## src/ccc_pkg.sv

```systemverilog
// Constants shared by the call / clear / complement instruction engine.
// Assumes an APB master with 32-bit data and 12-bit byte addresses.
package ccc_pkg;

  // ----------------------------------------------------------------
  // Register byte offsets
  // ----------------------------------------------------------------
  localparam logic [11:0] OFF_INSTR   = 12'h000;  // Instruction issue and status
  localparam logic [11:0] OFF_PC      = 12'h004;  // Program counter
  localparam logic [11:0] OFF_ACC     = 12'h008;  // Accumulator
  localparam logic [11:0] OFF_FLAGS   = 12'h00C;  // Flag register
  localparam logic [11:0] OFF_BANK    = 12'h010;  // Bank selector
  localparam logic [11:0] OFF_SHADOW  = 12'h014;  // Shadow copies, read only
  localparam logic [11:0] OFF_STACK   = 12'h018;  // Stack top and pointer, read only
  localparam logic [11:0] OFF_WDOG    = 12'h01C;  // Watchdog state, read only
  localparam logic [11:0] OFF_CTRL    = 12'h020;  // Extended set enable
  localparam logic [11:0] OFF_INDEX   = 12'h024;  // Indexed mode base address
  localparam logic [1:0]  DM_WINDOW   = 2'h1;     // paddr[11:10] of data memory window

  // ----------------------------------------------------------------
  // Field positions and reset values
  // ----------------------------------------------------------------
  localparam int          FLAG_Z      = 2;        // Zero flag bit
  localparam int          FLAG_N      = 4;        // Negative flag bit
  localparam int          WD_TMO_BIT  = 16;       // Timeout flag in watchdog register
  localparam int          WD_SLP_BIT  = 17;       // Power-down flag in watchdog register
  localparam logic [20:0] PC_RST      = 21'h000000;
  localparam logic [7:0]  BYTE_RST    = 8'h00;
  localparam logic [4:0]  FLAGS_RST   = 5'h00;
  localparam logic [3:0]  BANK_RST    = 4'h0;
  localparam logic [11:0] INDEX_RST   = 12'h000;

  // ----------------------------------------------------------------
  // Encodings
  // ----------------------------------------------------------------
  localparam logic [6:0]  OP_CALL     = 7'h76;    // 1110 110s
  localparam logic [3:0]  OP_CALL2    = 4'hF;     // 1111 kkkk, second word
  localparam logic [6:0]  OP_CLEAR    = 7'h35;    // 0110 101a
  localparam logic [5:0]  OP_INVERT   = 6'h07;    // 0001 11da
  localparam logic [15:0] OP_KICK     = 16'h0004; // 0000 0000 0000 0100
  localparam logic [7:0]  INDEX_LIMIT = 8'h5F;    // Highest indexed offset, 95
  localparam logic [20:0] PC_STEP     = 21'h000002;
  localparam logic [20:0] PC_RETURN   = 21'h000004;
  localparam logic [3:0]  ACC_BANK_LO = 4'h0;     // Access bank, low half
  localparam logic [3:0]  ACC_BANK_HI = 4'hF;     // Access bank, high half

  // Instruction phases, Gray coded along the issue path
  typedef enum logic [2:0] {
    ST_IDLE = 3'h0,
    ST_Q1   = 3'h1,
    ST_Q2   = 3'h3,
    ST_Q3   = 3'h2,
    ST_Q4   = 3'h6
  } ccc_phase_type;

endpackage : ccc_pkg

```

## src/ccc_addr_gen.sv

```systemverilog
// Effective data address former for byte-oriented register instructions.
// Assumes bank_selector and index base are stable for the instruction.
`timescale 1ns/100ps
module ccc_addr_gen import ccc_pkg::*; (
  // Instruction fields
  input  wire logic [7:0]  file_addr,     // f field
  input  wire logic        access_sel,    // a field
  // Addressing state
  input  wire logic        ext_enable,    // Extended set enabled
  input  wire logic [3:0]  bank_selector, // Bank selector
  input  wire logic [11:0] index_base,    // Base for indexed mode
  // Result
  output logic      [11:0] eff_addr       // Effective data address
);

  // ----------------------------------------------------------------
  // Address selection
  // ----------------------------------------------------------------
  wire logic        low_half  = (file_addr <= INDEX_LIMIT);           // Offsets 0..95
  wire logic        indexed   = ext_enable & ~access_sel & low_half;
  wire logic [11:0] banked    = {bank_selector, file_addr};
  wire logic [11:0] access_ad = {(low_half ? ACC_BANK_LO : ACC_BANK_HI), file_addr};
  wire logic [11:0] index_ad  = index_base + {4'h0, file_addr};

  assign eff_addr = access_sel ? banked : (indexed ? index_ad : access_ad);

endmodule : ccc_addr_gen

```

## src/ccc_core.sv

```systemverilog
// Instruction engine for call, clear, watchdog kick and invert, with APB registers.
// Assumes an APB master on pclk; one instruction is issued per write to OFF_INSTR.
`timescale 1ns/100ps
module ccc_core import ccc_pkg::*; #(
  parameter int DM_DEPTH    = 64,  // Data memory bytes held in flip-flops
  parameter int STACK_DEPTH = 31,  // Return stack entries
  parameter int WD_POST_W   = 7,   // Watchdog postscaler width
  parameter int WD_CNT_W    = 8    // Watchdog counter width
) (
  // Clock and reset
  input  wire logic        pclk,
  input  wire logic        presetn,
  // APB slave
  input  wire logic        psel,
  input  wire logic        penable,
  input  wire logic        pwrite,
  input  wire logic [11:0] paddr,
  input  wire logic [31:0] pwdata,
  output logic      [31:0] prdata,
  output logic             pready,
  output logic             pslverr,
  // Status pins
  output logic             timeout_flag,
  output logic             power_down_flag
);

  localparam int DMW = $clog2(DM_DEPTH);
  localparam int SPW = $clog2(STACK_DEPTH);

  // ----------------------------------------------------------------
  // State
  // ----------------------------------------------------------------
  ccc_phase_type    st_q, st_d;              // Instruction phase
  logic [15:0]      ir_q;                    // Instruction word being executed
  logic             call_pend_q;             // Awaiting call second word
  logic [7:0]       k_low_q;                 // Call target bits 7:0
  logic [20:0]      pc_q;                    // Program counter
  logic [7:0]       acc_q;                   // Accumulator
  logic [4:0]       flags_q;                 // Flag register
  logic [3:0]       bank_q;                  // bank_selector
  logic [7:0]       accumulator_shadow_q;    // Shadow of accumulator
  logic [4:0]       flags_shadow_q;          // Shadow of flags
  logic [3:0]       bank_selector_shadow_q;  // Shadow of bank_selector
  logic [20:0]      stack_q [STACK_DEPTH];   // Return stack
  logic [SPW-1:0]   sp_q;                    // Next free stack slot
  logic [7:0]       dm_q [DM_DEPTH];         // Data memory
  logic [WD_POST_W-1:0] wd_post_q;           // Watchdog postscaler
  logic [WD_CNT_W-1:0]  watchdog_counter_q;  // Watchdog counter
  logic             timeout_flag_q;          // Active low timeout flag
  logic             power_down_flag_q;       // Active low power-down flag
  logic             ext_q;                   // Extended set enable
  logic [11:0]      index_q;                 // Indexed mode base
  logic [31:0]      prdata_q;
  logic             pready_q;
  logic             pslverr_q;

  // ----------------------------------------------------------------
  // APB decode
  // ----------------------------------------------------------------
  wire logic access   = psel & penable;
  wire logic take     = access & pready_q;              // Completing edge
  wire logic wr_take  = take & pwrite;
  wire logic sel_ins  = (paddr == OFF_INSTR);
  wire logic sel_dm   = (paddr[11:10] == DM_WINDOW) && ({22'h0, paddr[9:2]} < DM_DEPTH);
  wire logic [DMW-1:0] bus_idx = paddr[DMW+1:2];
  wire logic mapped   = sel_ins | sel_dm | (paddr == OFF_PC) | (paddr == OFF_ACC)
                      | (paddr == OFF_FLAGS) | (paddr == OFF_BANK) | (paddr == OFF_SHADOW)
                      | (paddr == OFF_STACK) | (paddr == OFF_WDOG) | (paddr == OFF_CTRL)
                      | (paddr == OFF_INDEX);
  wire logic issue    = access & ~pready_q & pwrite & sel_ins & (st_q == ST_IDLE);
  wire logic plain    = access & ~pready_q & ~(pwrite & sel_ins);
  wire logic commit   = (st_q == ST_Q4);
  wire logic push_ph  = (st_q == ST_Q3);

  // ----------------------------------------------------------------
  // Instruction decode
  // ----------------------------------------------------------------
  wire logic is_call1  = ~call_pend_q & (ir_q[15:9] == OP_CALL);
  wire logic is_call2  = call_pend_q;
  wire logic is_clear  = ~call_pend_q & (ir_q[15:9] == OP_CLEAR);
  wire logic is_invert = ~call_pend_q & (ir_q[15:10] == OP_INVERT);
  wire logic is_kick   = ~call_pend_q & (ir_q == OP_KICK);
  wire logic fast_save = ir_q[8];
  wire logic dest_reg  = ir_q[9];
  wire logic [19:0] k_full = {ir_q[11:0], k_low_q};
  wire logic [11:0] eff_addr;
  wire logic [DMW-1:0] ex_idx = eff_addr[DMW-1:0];
  wire logic [7:0]  inv_val  = ~dm_q[ex_idx];
  wire logic [20:0] pc_next  = is_call2 ? {k_full, 1'b0} : pc_q + PC_STEP;
  wire logic [SPW-1:0] sp_next = (sp_q == SPW'(STACK_DEPTH - 1)) ? '0 : sp_q + 1'b1;
  wire logic [SPW-1:0] sp_top  = (sp_q == '0) ? SPW'(STACK_DEPTH - 1) : sp_q - 1'b1;

  // Data memory write port, shared by execution and APB
  wire logic           ex_dm_we = commit & (is_clear | (is_invert & dest_reg));
  wire logic           dm_we    = ex_dm_we | (wr_take & sel_dm);
  wire logic [DMW-1:0] dm_wa    = ex_dm_we ? ex_idx : bus_idx;
  wire logic [7:0]     dm_wd    = ex_dm_we ? (is_clear ? BYTE_RST : inv_val) : pwdata[7:0];

  // Watchdog tick wires
  wire logic wd_post_wrap = &wd_post_q;
  wire logic wd_expire    = wd_post_wrap & (&watchdog_counter_q);

  // Effective address for register instructions
  ccc_addr_gen u_addr (
    .file_addr     (ir_q[7:0]),
    .access_sel    (ir_q[8]),
    .ext_enable    (ext_q),
    .bank_selector (bank_q),
    .index_base    (index_q),
    .eff_addr      (eff_addr)
  );

  // ----------------------------------------------------------------
  // Phase sequencer
  // ----------------------------------------------------------------
  // Four phases per instruction cycle, started by an instruction write
  always_comb begin
    case (st_q)
      ST_IDLE: st_d = issue ? ST_Q1 : ST_IDLE;
      ST_Q1:   st_d = ST_Q2;
      ST_Q2:   st_d = ST_Q3;
      ST_Q3:   st_d = ST_Q4;
      ST_Q4:   st_d = ST_IDLE;
      default: st_d = ST_IDLE;
    endcase
  end

  // Phase register and instruction latch
  always_ff @(posedge pclk or negedge presetn) begin
    if (!presetn) begin
      st_q <= ST_IDLE;
      ir_q <= 16'h0000;
    end else begin
      st_q <= st_d;
      if (issue) ir_q <= pwdata[15:0];
    end
  end

  // Call word tracking: the second word is captured, never decoded
  always_ff @(posedge pclk or negedge presetn) begin
    if (!presetn) begin
      call_pend_q <= 1'b0;
      k_low_q     <= BYTE_RST;
    end else if (commit) begin
      call_pend_q <= is_call1;
      if (is_call1) k_low_q <= ir_q[7:0];
    end
  end

  // ----------------------------------------------------------------
  // Architectural registers
  // ----------------------------------------------------------------
  // Program counter: step per word, call target on second word
  always_ff @(posedge pclk or negedge presetn) begin
    if (!presetn) pc_q <= PC_RST;
    else if (commit) pc_q <= pc_next;
    else if (wr_take && paddr == OFF_PC) pc_q <= {pwdata[20:1], 1'b0};
  end

  // Accumulator, flags and bank selector
  always_ff @(posedge pclk or negedge presetn) begin
    if (!presetn) begin
      acc_q   <= BYTE_RST;
      flags_q <= FLAGS_RST;
      bank_q  <= BANK_RST;
    end else if (commit) begin
      if (is_invert && !dest_reg) acc_q <= inv_val;
      if (is_clear) flags_q[FLAG_Z] <= 1'b1;
      if (is_invert) begin
        flags_q[FLAG_Z] <= (inv_val == BYTE_RST);
        flags_q[FLAG_N] <= inv_val[7];
      end
    end else if (wr_take) begin
      if (paddr == OFF_ACC)   acc_q   <= pwdata[7:0];
      if (paddr == OFF_FLAGS) flags_q <= pwdata[4:0];
      if (paddr == OFF_BANK)  bank_q  <= pwdata[3:0];
    end
  end

  // Shadow copies, taken only by a fast-save call
  always_ff @(posedge pclk or negedge presetn) begin
    if (!presetn) begin
      accumulator_shadow_q   <= BYTE_RST;
      flags_shadow_q         <= FLAGS_RST;
      bank_selector_shadow_q <= BANK_RST;
    end else if (push_ph && is_call1 && fast_save) begin
      accumulator_shadow_q   <= acc_q;
      flags_shadow_q         <= flags_q;
      bank_selector_shadow_q <= bank_q;
    end
  end

  // Return stack push in the first call cycle
  always_ff @(posedge pclk or negedge presetn) begin
    if (!presetn) begin
      sp_q <= '0;
      for (int i = 0; i < STACK_DEPTH; i++) stack_q[i] <= PC_RST;
    end else if (push_ph && is_call1) begin
      stack_q[sp_q] <= pc_q + PC_RETURN;
      sp_q          <= sp_next;
    end
  end

  // Data memory
  always_ff @(posedge pclk or negedge presetn) begin
    if (!presetn) begin
      for (int i = 0; i < DM_DEPTH; i++) dm_q[i] <= BYTE_RST;
    end else if (dm_we) begin
      dm_q[dm_wa] <= dm_wd;
    end
  end

  // Control and index base
  always_ff @(posedge pclk or negedge presetn) begin
    if (!presetn) begin
      ext_q   <= 1'b0;
      index_q <= INDEX_RST;
    end else if (wr_take) begin
      if (paddr == OFF_CTRL)  ext_q   <= pwdata[0];
      if (paddr == OFF_INDEX) index_q <= pwdata[11:0];
    end
  end

  // ----------------------------------------------------------------
  // Watchdog
  // ----------------------------------------------------------------
  // Free-running postscaler and counter; kick wins over expiry
  always_ff @(posedge pclk or negedge presetn) begin
    if (!presetn) begin
      wd_post_q          <= '0;
      watchdog_counter_q <= '0;
      timeout_flag_q     <= 1'b1;
      power_down_flag_q  <= 1'b1;
    end else if (commit && is_kick) begin
      wd_post_q          <= '0;
      watchdog_counter_q <= '0;
      timeout_flag_q     <= 1'b1;
      power_down_flag_q  <= 1'b1;
    end else begin
      wd_post_q <= wd_post_q + 1'b1;
      if (wd_post_wrap) watchdog_counter_q <= watchdog_counter_q + 1'b1;
      if (wd_expire) timeout_flag_q <= 1'b0;
    end
  end

  // ----------------------------------------------------------------
  // APB answer
  // ----------------------------------------------------------------
  // Read data selection
  logic [31:0] rd_mux;
  always_comb begin
    rd_mux = 32'h0000_0000;
    case (paddr)
      OFF_INSTR:  rd_mux[1:0]  = {call_pend_q, (st_q != ST_IDLE)};
      OFF_PC:     rd_mux[20:0] = pc_q;
      OFF_ACC:    rd_mux[7:0]  = acc_q;
      OFF_FLAGS:  rd_mux[4:0]  = flags_q;
      OFF_BANK:   rd_mux[3:0]  = bank_q;
      OFF_SHADOW: rd_mux[19:0] = {bank_selector_shadow_q, 3'h0, flags_shadow_q,
                                  accumulator_shadow_q};
      OFF_STACK: begin
        rd_mux[20:0]        = stack_q[sp_top];
        rd_mux[24+:SPW]     = sp_q;
      end
      OFF_WDOG: begin
        rd_mux[WD_CNT_W-1:0]    = watchdog_counter_q;
        rd_mux[8+:WD_POST_W]    = wd_post_q;
        rd_mux[WD_TMO_BIT]      = timeout_flag_q;
        rd_mux[WD_SLP_BIT]      = power_down_flag_q;
      end
      OFF_CTRL:   rd_mux[0]     = ext_q;
      OFF_INDEX:  rd_mux[11:0]  = index_q;
      default:    if (sel_dm) rd_mux[7:0] = dm_q[bus_idx];
    endcase
  end

  // Ready after one wait state, or at the end of an issued instruction
  always_ff @(posedge pclk or negedge presetn) begin
    if (!presetn) begin
      pready_q  <= 1'b0;
      pslverr_q <= 1'b0;
      prdata_q  <= 32'h0000_0000;
    end else begin
      pready_q  <= plain | commit;
      pslverr_q <= plain & ~mapped;
      prdata_q  <= (plain & ~pwrite) ? rd_mux : 32'h0000_0000;
    end
  end

  assign prdata          = prdata_q;
  assign pready          = pready_q;
  assign pslverr         = pslverr_q;
  assign timeout_flag    = timeout_flag_q;
  assign power_down_flag = power_down_flag_q;

endmodule : ccc_core

```

## config.mk

```make
export PLATFORM = sky130hd
export DESIGN_NAME = ccc_core
export DESIGN_NICKNAME = d
export VERILOG_FILES = /design/src/ccc_pkg.sv /design/src/ccc_addr_gen.sv /design/src/ccc_core.sv
export SDC_FILE = /design/constraint.sdc
export NUM_CORES = 2
export LEC_CHECK = 0
export BUFFER_PORTS_ARGS = -buffer_cell sky130_fd_sc_hd__buf_4
export CORE_UTILIZATION = 40
export CTS_CLUSTER_SIZE = 16
export DETAILED_ROUTE_END_ITERATION = 10
export SETUP_SLACK_MARGIN = 0.02
export SLEW_MARGIN = 15
export SYNTH_ARGS = -nofsm -noshare
export SYNTH_HDL_FRONTEND = slang
export SYNTH_SLANG_ARGS = --single-unit
```

## constraint.sdc

```tcl
create_clock -name pclk -period 3.89 [get_ports pclk]
set_clock_uncertainty 0.05 [all_clocks]
set_input_delay 0.1945 -clock pclk [delete_from_list [all_inputs] [get_ports pclk]]
set_output_delay 0.1945 -clock pclk [all_outputs]
set_load 0.03 [all_outputs]
```

==> flow_summary.ini <==
[sta]
finalCritPeriodShare_pct = 104
slew_viol_final = 0
slew_headroom_pct = 24.6
final_hold_viol_count = 0
period_minus_slack_ns = 4.04
worst_pin_slew_ns = 1.13
rsz0062_at_grt = true
fin_ws_ns = -0.152
setup_viol = 131
fmax_mhz = 247
fin_hold_ws_ns = 0.0889

[clock_tree]
clockBufferDepth = 3
cts_root_buffer = clkbuf_16
clkSlewWorstSetupHoldPaths_ns = 0.06
cts_tree = built
cts.sinks = 1276
htree_levels = 4
clk_latency_ns = 0.79
numCtsBuffers = 139

[drt]
postRouteAntennaNets = 0
route.detailed.drc = 0
drtIter0Drc = 5465
via_count = 50200
vias_per_cell = 5.95
wl_per_cell_microns = 26.2
wirelength_microns = 221000
dr.pass1.iters = 9

[power_and_ir_drop]
p_leak_nw = 32.4
p_comb_share_pct = 4.5
p_int_mw = 22.2
peakVddDrop_mv = 0.489
pwr-share-clk_pct = 49.4
total_power_mw = 29.0
power_density_mw_per_mm2 = 381
netSwitchingPower_mw = 6.72
power_frac_seq_pct = 46.0
switching_share_pct = 23.2

[floorplan]
core_sq_mm = 0.156
fp.dieH_microns = 398
rows = 145
io_pins = 85
die_w_microns = 398
start_util_pct = 40.3
die_area_sq_mm = 0.159

[synth]
synth_area_sq_mm = 0.0628
yosys.area_share.simple_pct = 12.5
async_flop_share_pct = 100
ys.flop_type = dfrtp_1
synth_xor_xnor_area_share_pct = 0.544
ys_types = 92
synthMuxAreaShare_pct = 16.9
yosysWarnings = 0
synth_top_family_by_area = multiplexers
syn_area_per_cell_sq_um = 10.4
synth_fa_ha_area_share_pct = 0.311
synth_compound_area_share_pct = 14.9
ys_ff_latch = 1276
synthCells = 6031
synth_edf_count = 0
ys_seq_area_share_pct = 50.8

[global_routing]
grt_use_met2_pct = 41.8
grt_first_pass_wirelength_microns = 322000
grt_max_degree = 164
overflow = 0
grt-busiest-layer = met2
antenna_found_initial = 10
grt_usage_pct = 27.1
grtUsageMet1_pct = 36.6
grt_pass1_vias = 48000
met3_usage_pct = 5.80

[setup_path]
path_class = register to register
end_kind = register
cp-start-kind = register
startpoint = index_q[0]
crit_chain = ha_2 > fa_2 > xnor2_2 > and3_4 > nor2_4 > nor2_1 > buf_4 > a221oi_4 > buf_4 > nor2b_1 > a211oi_1 > buf_4 > a311o_1 > o21a_4 > buf_12 > clkbuf_16 > o21ai_2
crit_fanout = 8
cp_common_cell = buf_4
critPathMaxStageDelay_ns = 0.39
cp.arrival_ns = 4.69
cp.required_ns = 4.54
slowest_stage = dfrtp_1
r2r_start = index_q[0]
r2r_slack_ns = -0.15

[outcome]
status = finished, violations left
violations = negative setup slack

[layout]
fin_nets = 6330
instances_no_fill = 8438
syn2layout_area_growth_pct = 21.0
drive_gt1_share_pct = 26.3
stdcell_area_sq_mm = 0.0761

[placement]
numPlacedInstances = 8073
gp_congestion = 0.980
io_buffers = 66
dp_hpwl_microns = 146000
dpl_cell_area_sq_mm = 0.0684
dp_worst_setup_slack_ns = -0.612

[run]
drv_cap = 0

[min_path]
hold_class = input port to asynchronous set/reset pin
## what timing repair did
item / in CTS / in global routing
setup endpoints to repair: 520 / 510
hold endpoints to repair: 723 / 0
pin swaps: 18 / 145
buffers inserted: 24 / 34
cloned: 3 / 25
resized for setup: 67 / 431
hold buffers: 28 / 0
## sequential cells by signal, indices dropped and copies added (netlist names), 3 cells and up
name,flops
acc_q,8
accumulator_shadow_q,8
bank_q,4
bank_selector_shadow_q,4
dm_q,512
flags_q,5
flags_shadow_q,5
index_q,12
ir_q,16
k_low_q,8
pc_q,20
prdata,26
sp_q,5
st_q,3
stack_q,620
watchdog_counter_q,8
wd_post_q,7
## cells by family (layout without fill, tap and decap cells)
logic type,after synthesis,count (layout)
AO/OA/AOI/OAI,1610,1610
XOR/XNOR,39,39
adder cells (fa/ha/maj),15,15
buffers and inverters,563,901
flip-flops,1276,1276
multiplexers,600,600
other,2,11
AND/OR/NAND/NOR,1926,1928
## per-layer routing
metal | up-vias | part of all wire [%]
li1 | 22000 | -
met5 | - | 0.033
met2 | 2388 | 46
met1 | 25200 | 40
met4 | 10 | 5.6
met3 | 646 | 8.9
## cells in the final DEF, fill, tap and decap left out, types with 20 or more instances in the layout
master,n
a211oi_1,90
a21oi_1,194
a21oi_2,49
a22oi_1,22
a311oi_1,22
a31oi_1,27
and3_1,66
buf_12,104
buf_4,452
buf_6,30
bufinv_16,20
clkbuf_1,23
clkbuf_16,158
clkbuf_8,29
dfrtp_1,1271
dlygate4sd3_1,27
mux2_2,142
mux2i_1,103
mux4_2,352
nand2_1,1278
nand2_2,26
nand2b_1,20
nand3_1,83
nor2_1,330
o21ai_0,795
o21ai_1,78
o21ai_2,118
## critical path, delay by kind of cell, from the launching register on
family	cells	cell delay, ns
AO/OA/AOI/OAI	5	1.23
XOR/XNOR	1	0.17
adder cells (fa/ha/maj)	2	0.59
buffers and inverters	5	0.87
flip-flops	1	0.39
AND/OR/NAND/NOR	4	0.65
## cell type report
class | instances | area (sq um)
inverter | 13 | 48.8
antenna | 4 | 10.0
fill | 14200 | 80000
multi-input combinational | 4199 | 29900
clock inverter | 59 | 930
clock buffer | 192 | 3990
sequential | 1276 | 31900
timing repair buffer | 637 | 6650
tap | 2058 | 2570
## Yosys cell counts, drive strengths merged (15+ instances only)
| cell | n | area share [%] |
|---|---|---|
| nor2b | 15 | 0.15 |
| buf | 134 | 1.5 |
| a22oi | 22 | 0.26 |
| nor2 | 341 | 2.1 |
| clkbuf | 416 | 2.5 |
| and2 | 16 | 0.16 |
| a21oi | 251 | 2.2 |
| o22ai | 16 | 0.16 |
| nand3 | 87 | 0.70 |
| and3 | 70 | 0.70 |
| xnor2 | 15 | 0.21 |
| nor3 | 17 | 0.14 |
| a222oi | 19 | 0.30 |
| dfrtp | 1275 | 51 |
| mux4 | 352 | 13 |
| a221oi | 18 | 0.27 |
| nand2 | 1307 | 7.8 |
| mux2 | 143 | 2.6 |
| a31oi | 31 | 0.31 |
| xor2 | 24 | 0.33 |
| nand2b | 20 | 0.20 |
| a311oi | 25 | 0.35 |
| mux2i | 105 | 1.7 |
| o21ai | 994 | 8.0 |
| a211oi | 103 | 1.3 |
## worst paths after layout
check	to	depth (start not counted)
setup / recovery	dm_q[109]	17
min in group pclk	ext_q	6
hold reg to reg	stack_q[372]	2
hold / removal	stack_q[11]	3
setup reg to reg	dm_q[109]	17
max in group asynchronous	pc_q[15]	4
## metrics by stage
step / TNS, ns / utilization [%]
2_1_floorplan: 0 / -
3_3_place_gp: -117.04 / 43.8
3_5_place_dp: -116.30 / 43.8
4_1_cts: 0 / 47.5
5_1_grt: -12.97 / 48.7
6_report: -7.70 / 48.7
## power by group through the flow
stage          combinational (mW)  sequential, mW  clock, mW
6_report                     1.32            13.3       14.3
3_3_place_gp                 1.15            13.6          0
2_1_floorplan               0.468            13.6          0
4_1_cts                      1.20            13.3       14.5
3_5_place_dp                 1.16            13.6          0
5_1_grt                      1.40            13.3       15.0
(Power assumes the default switching activity.)
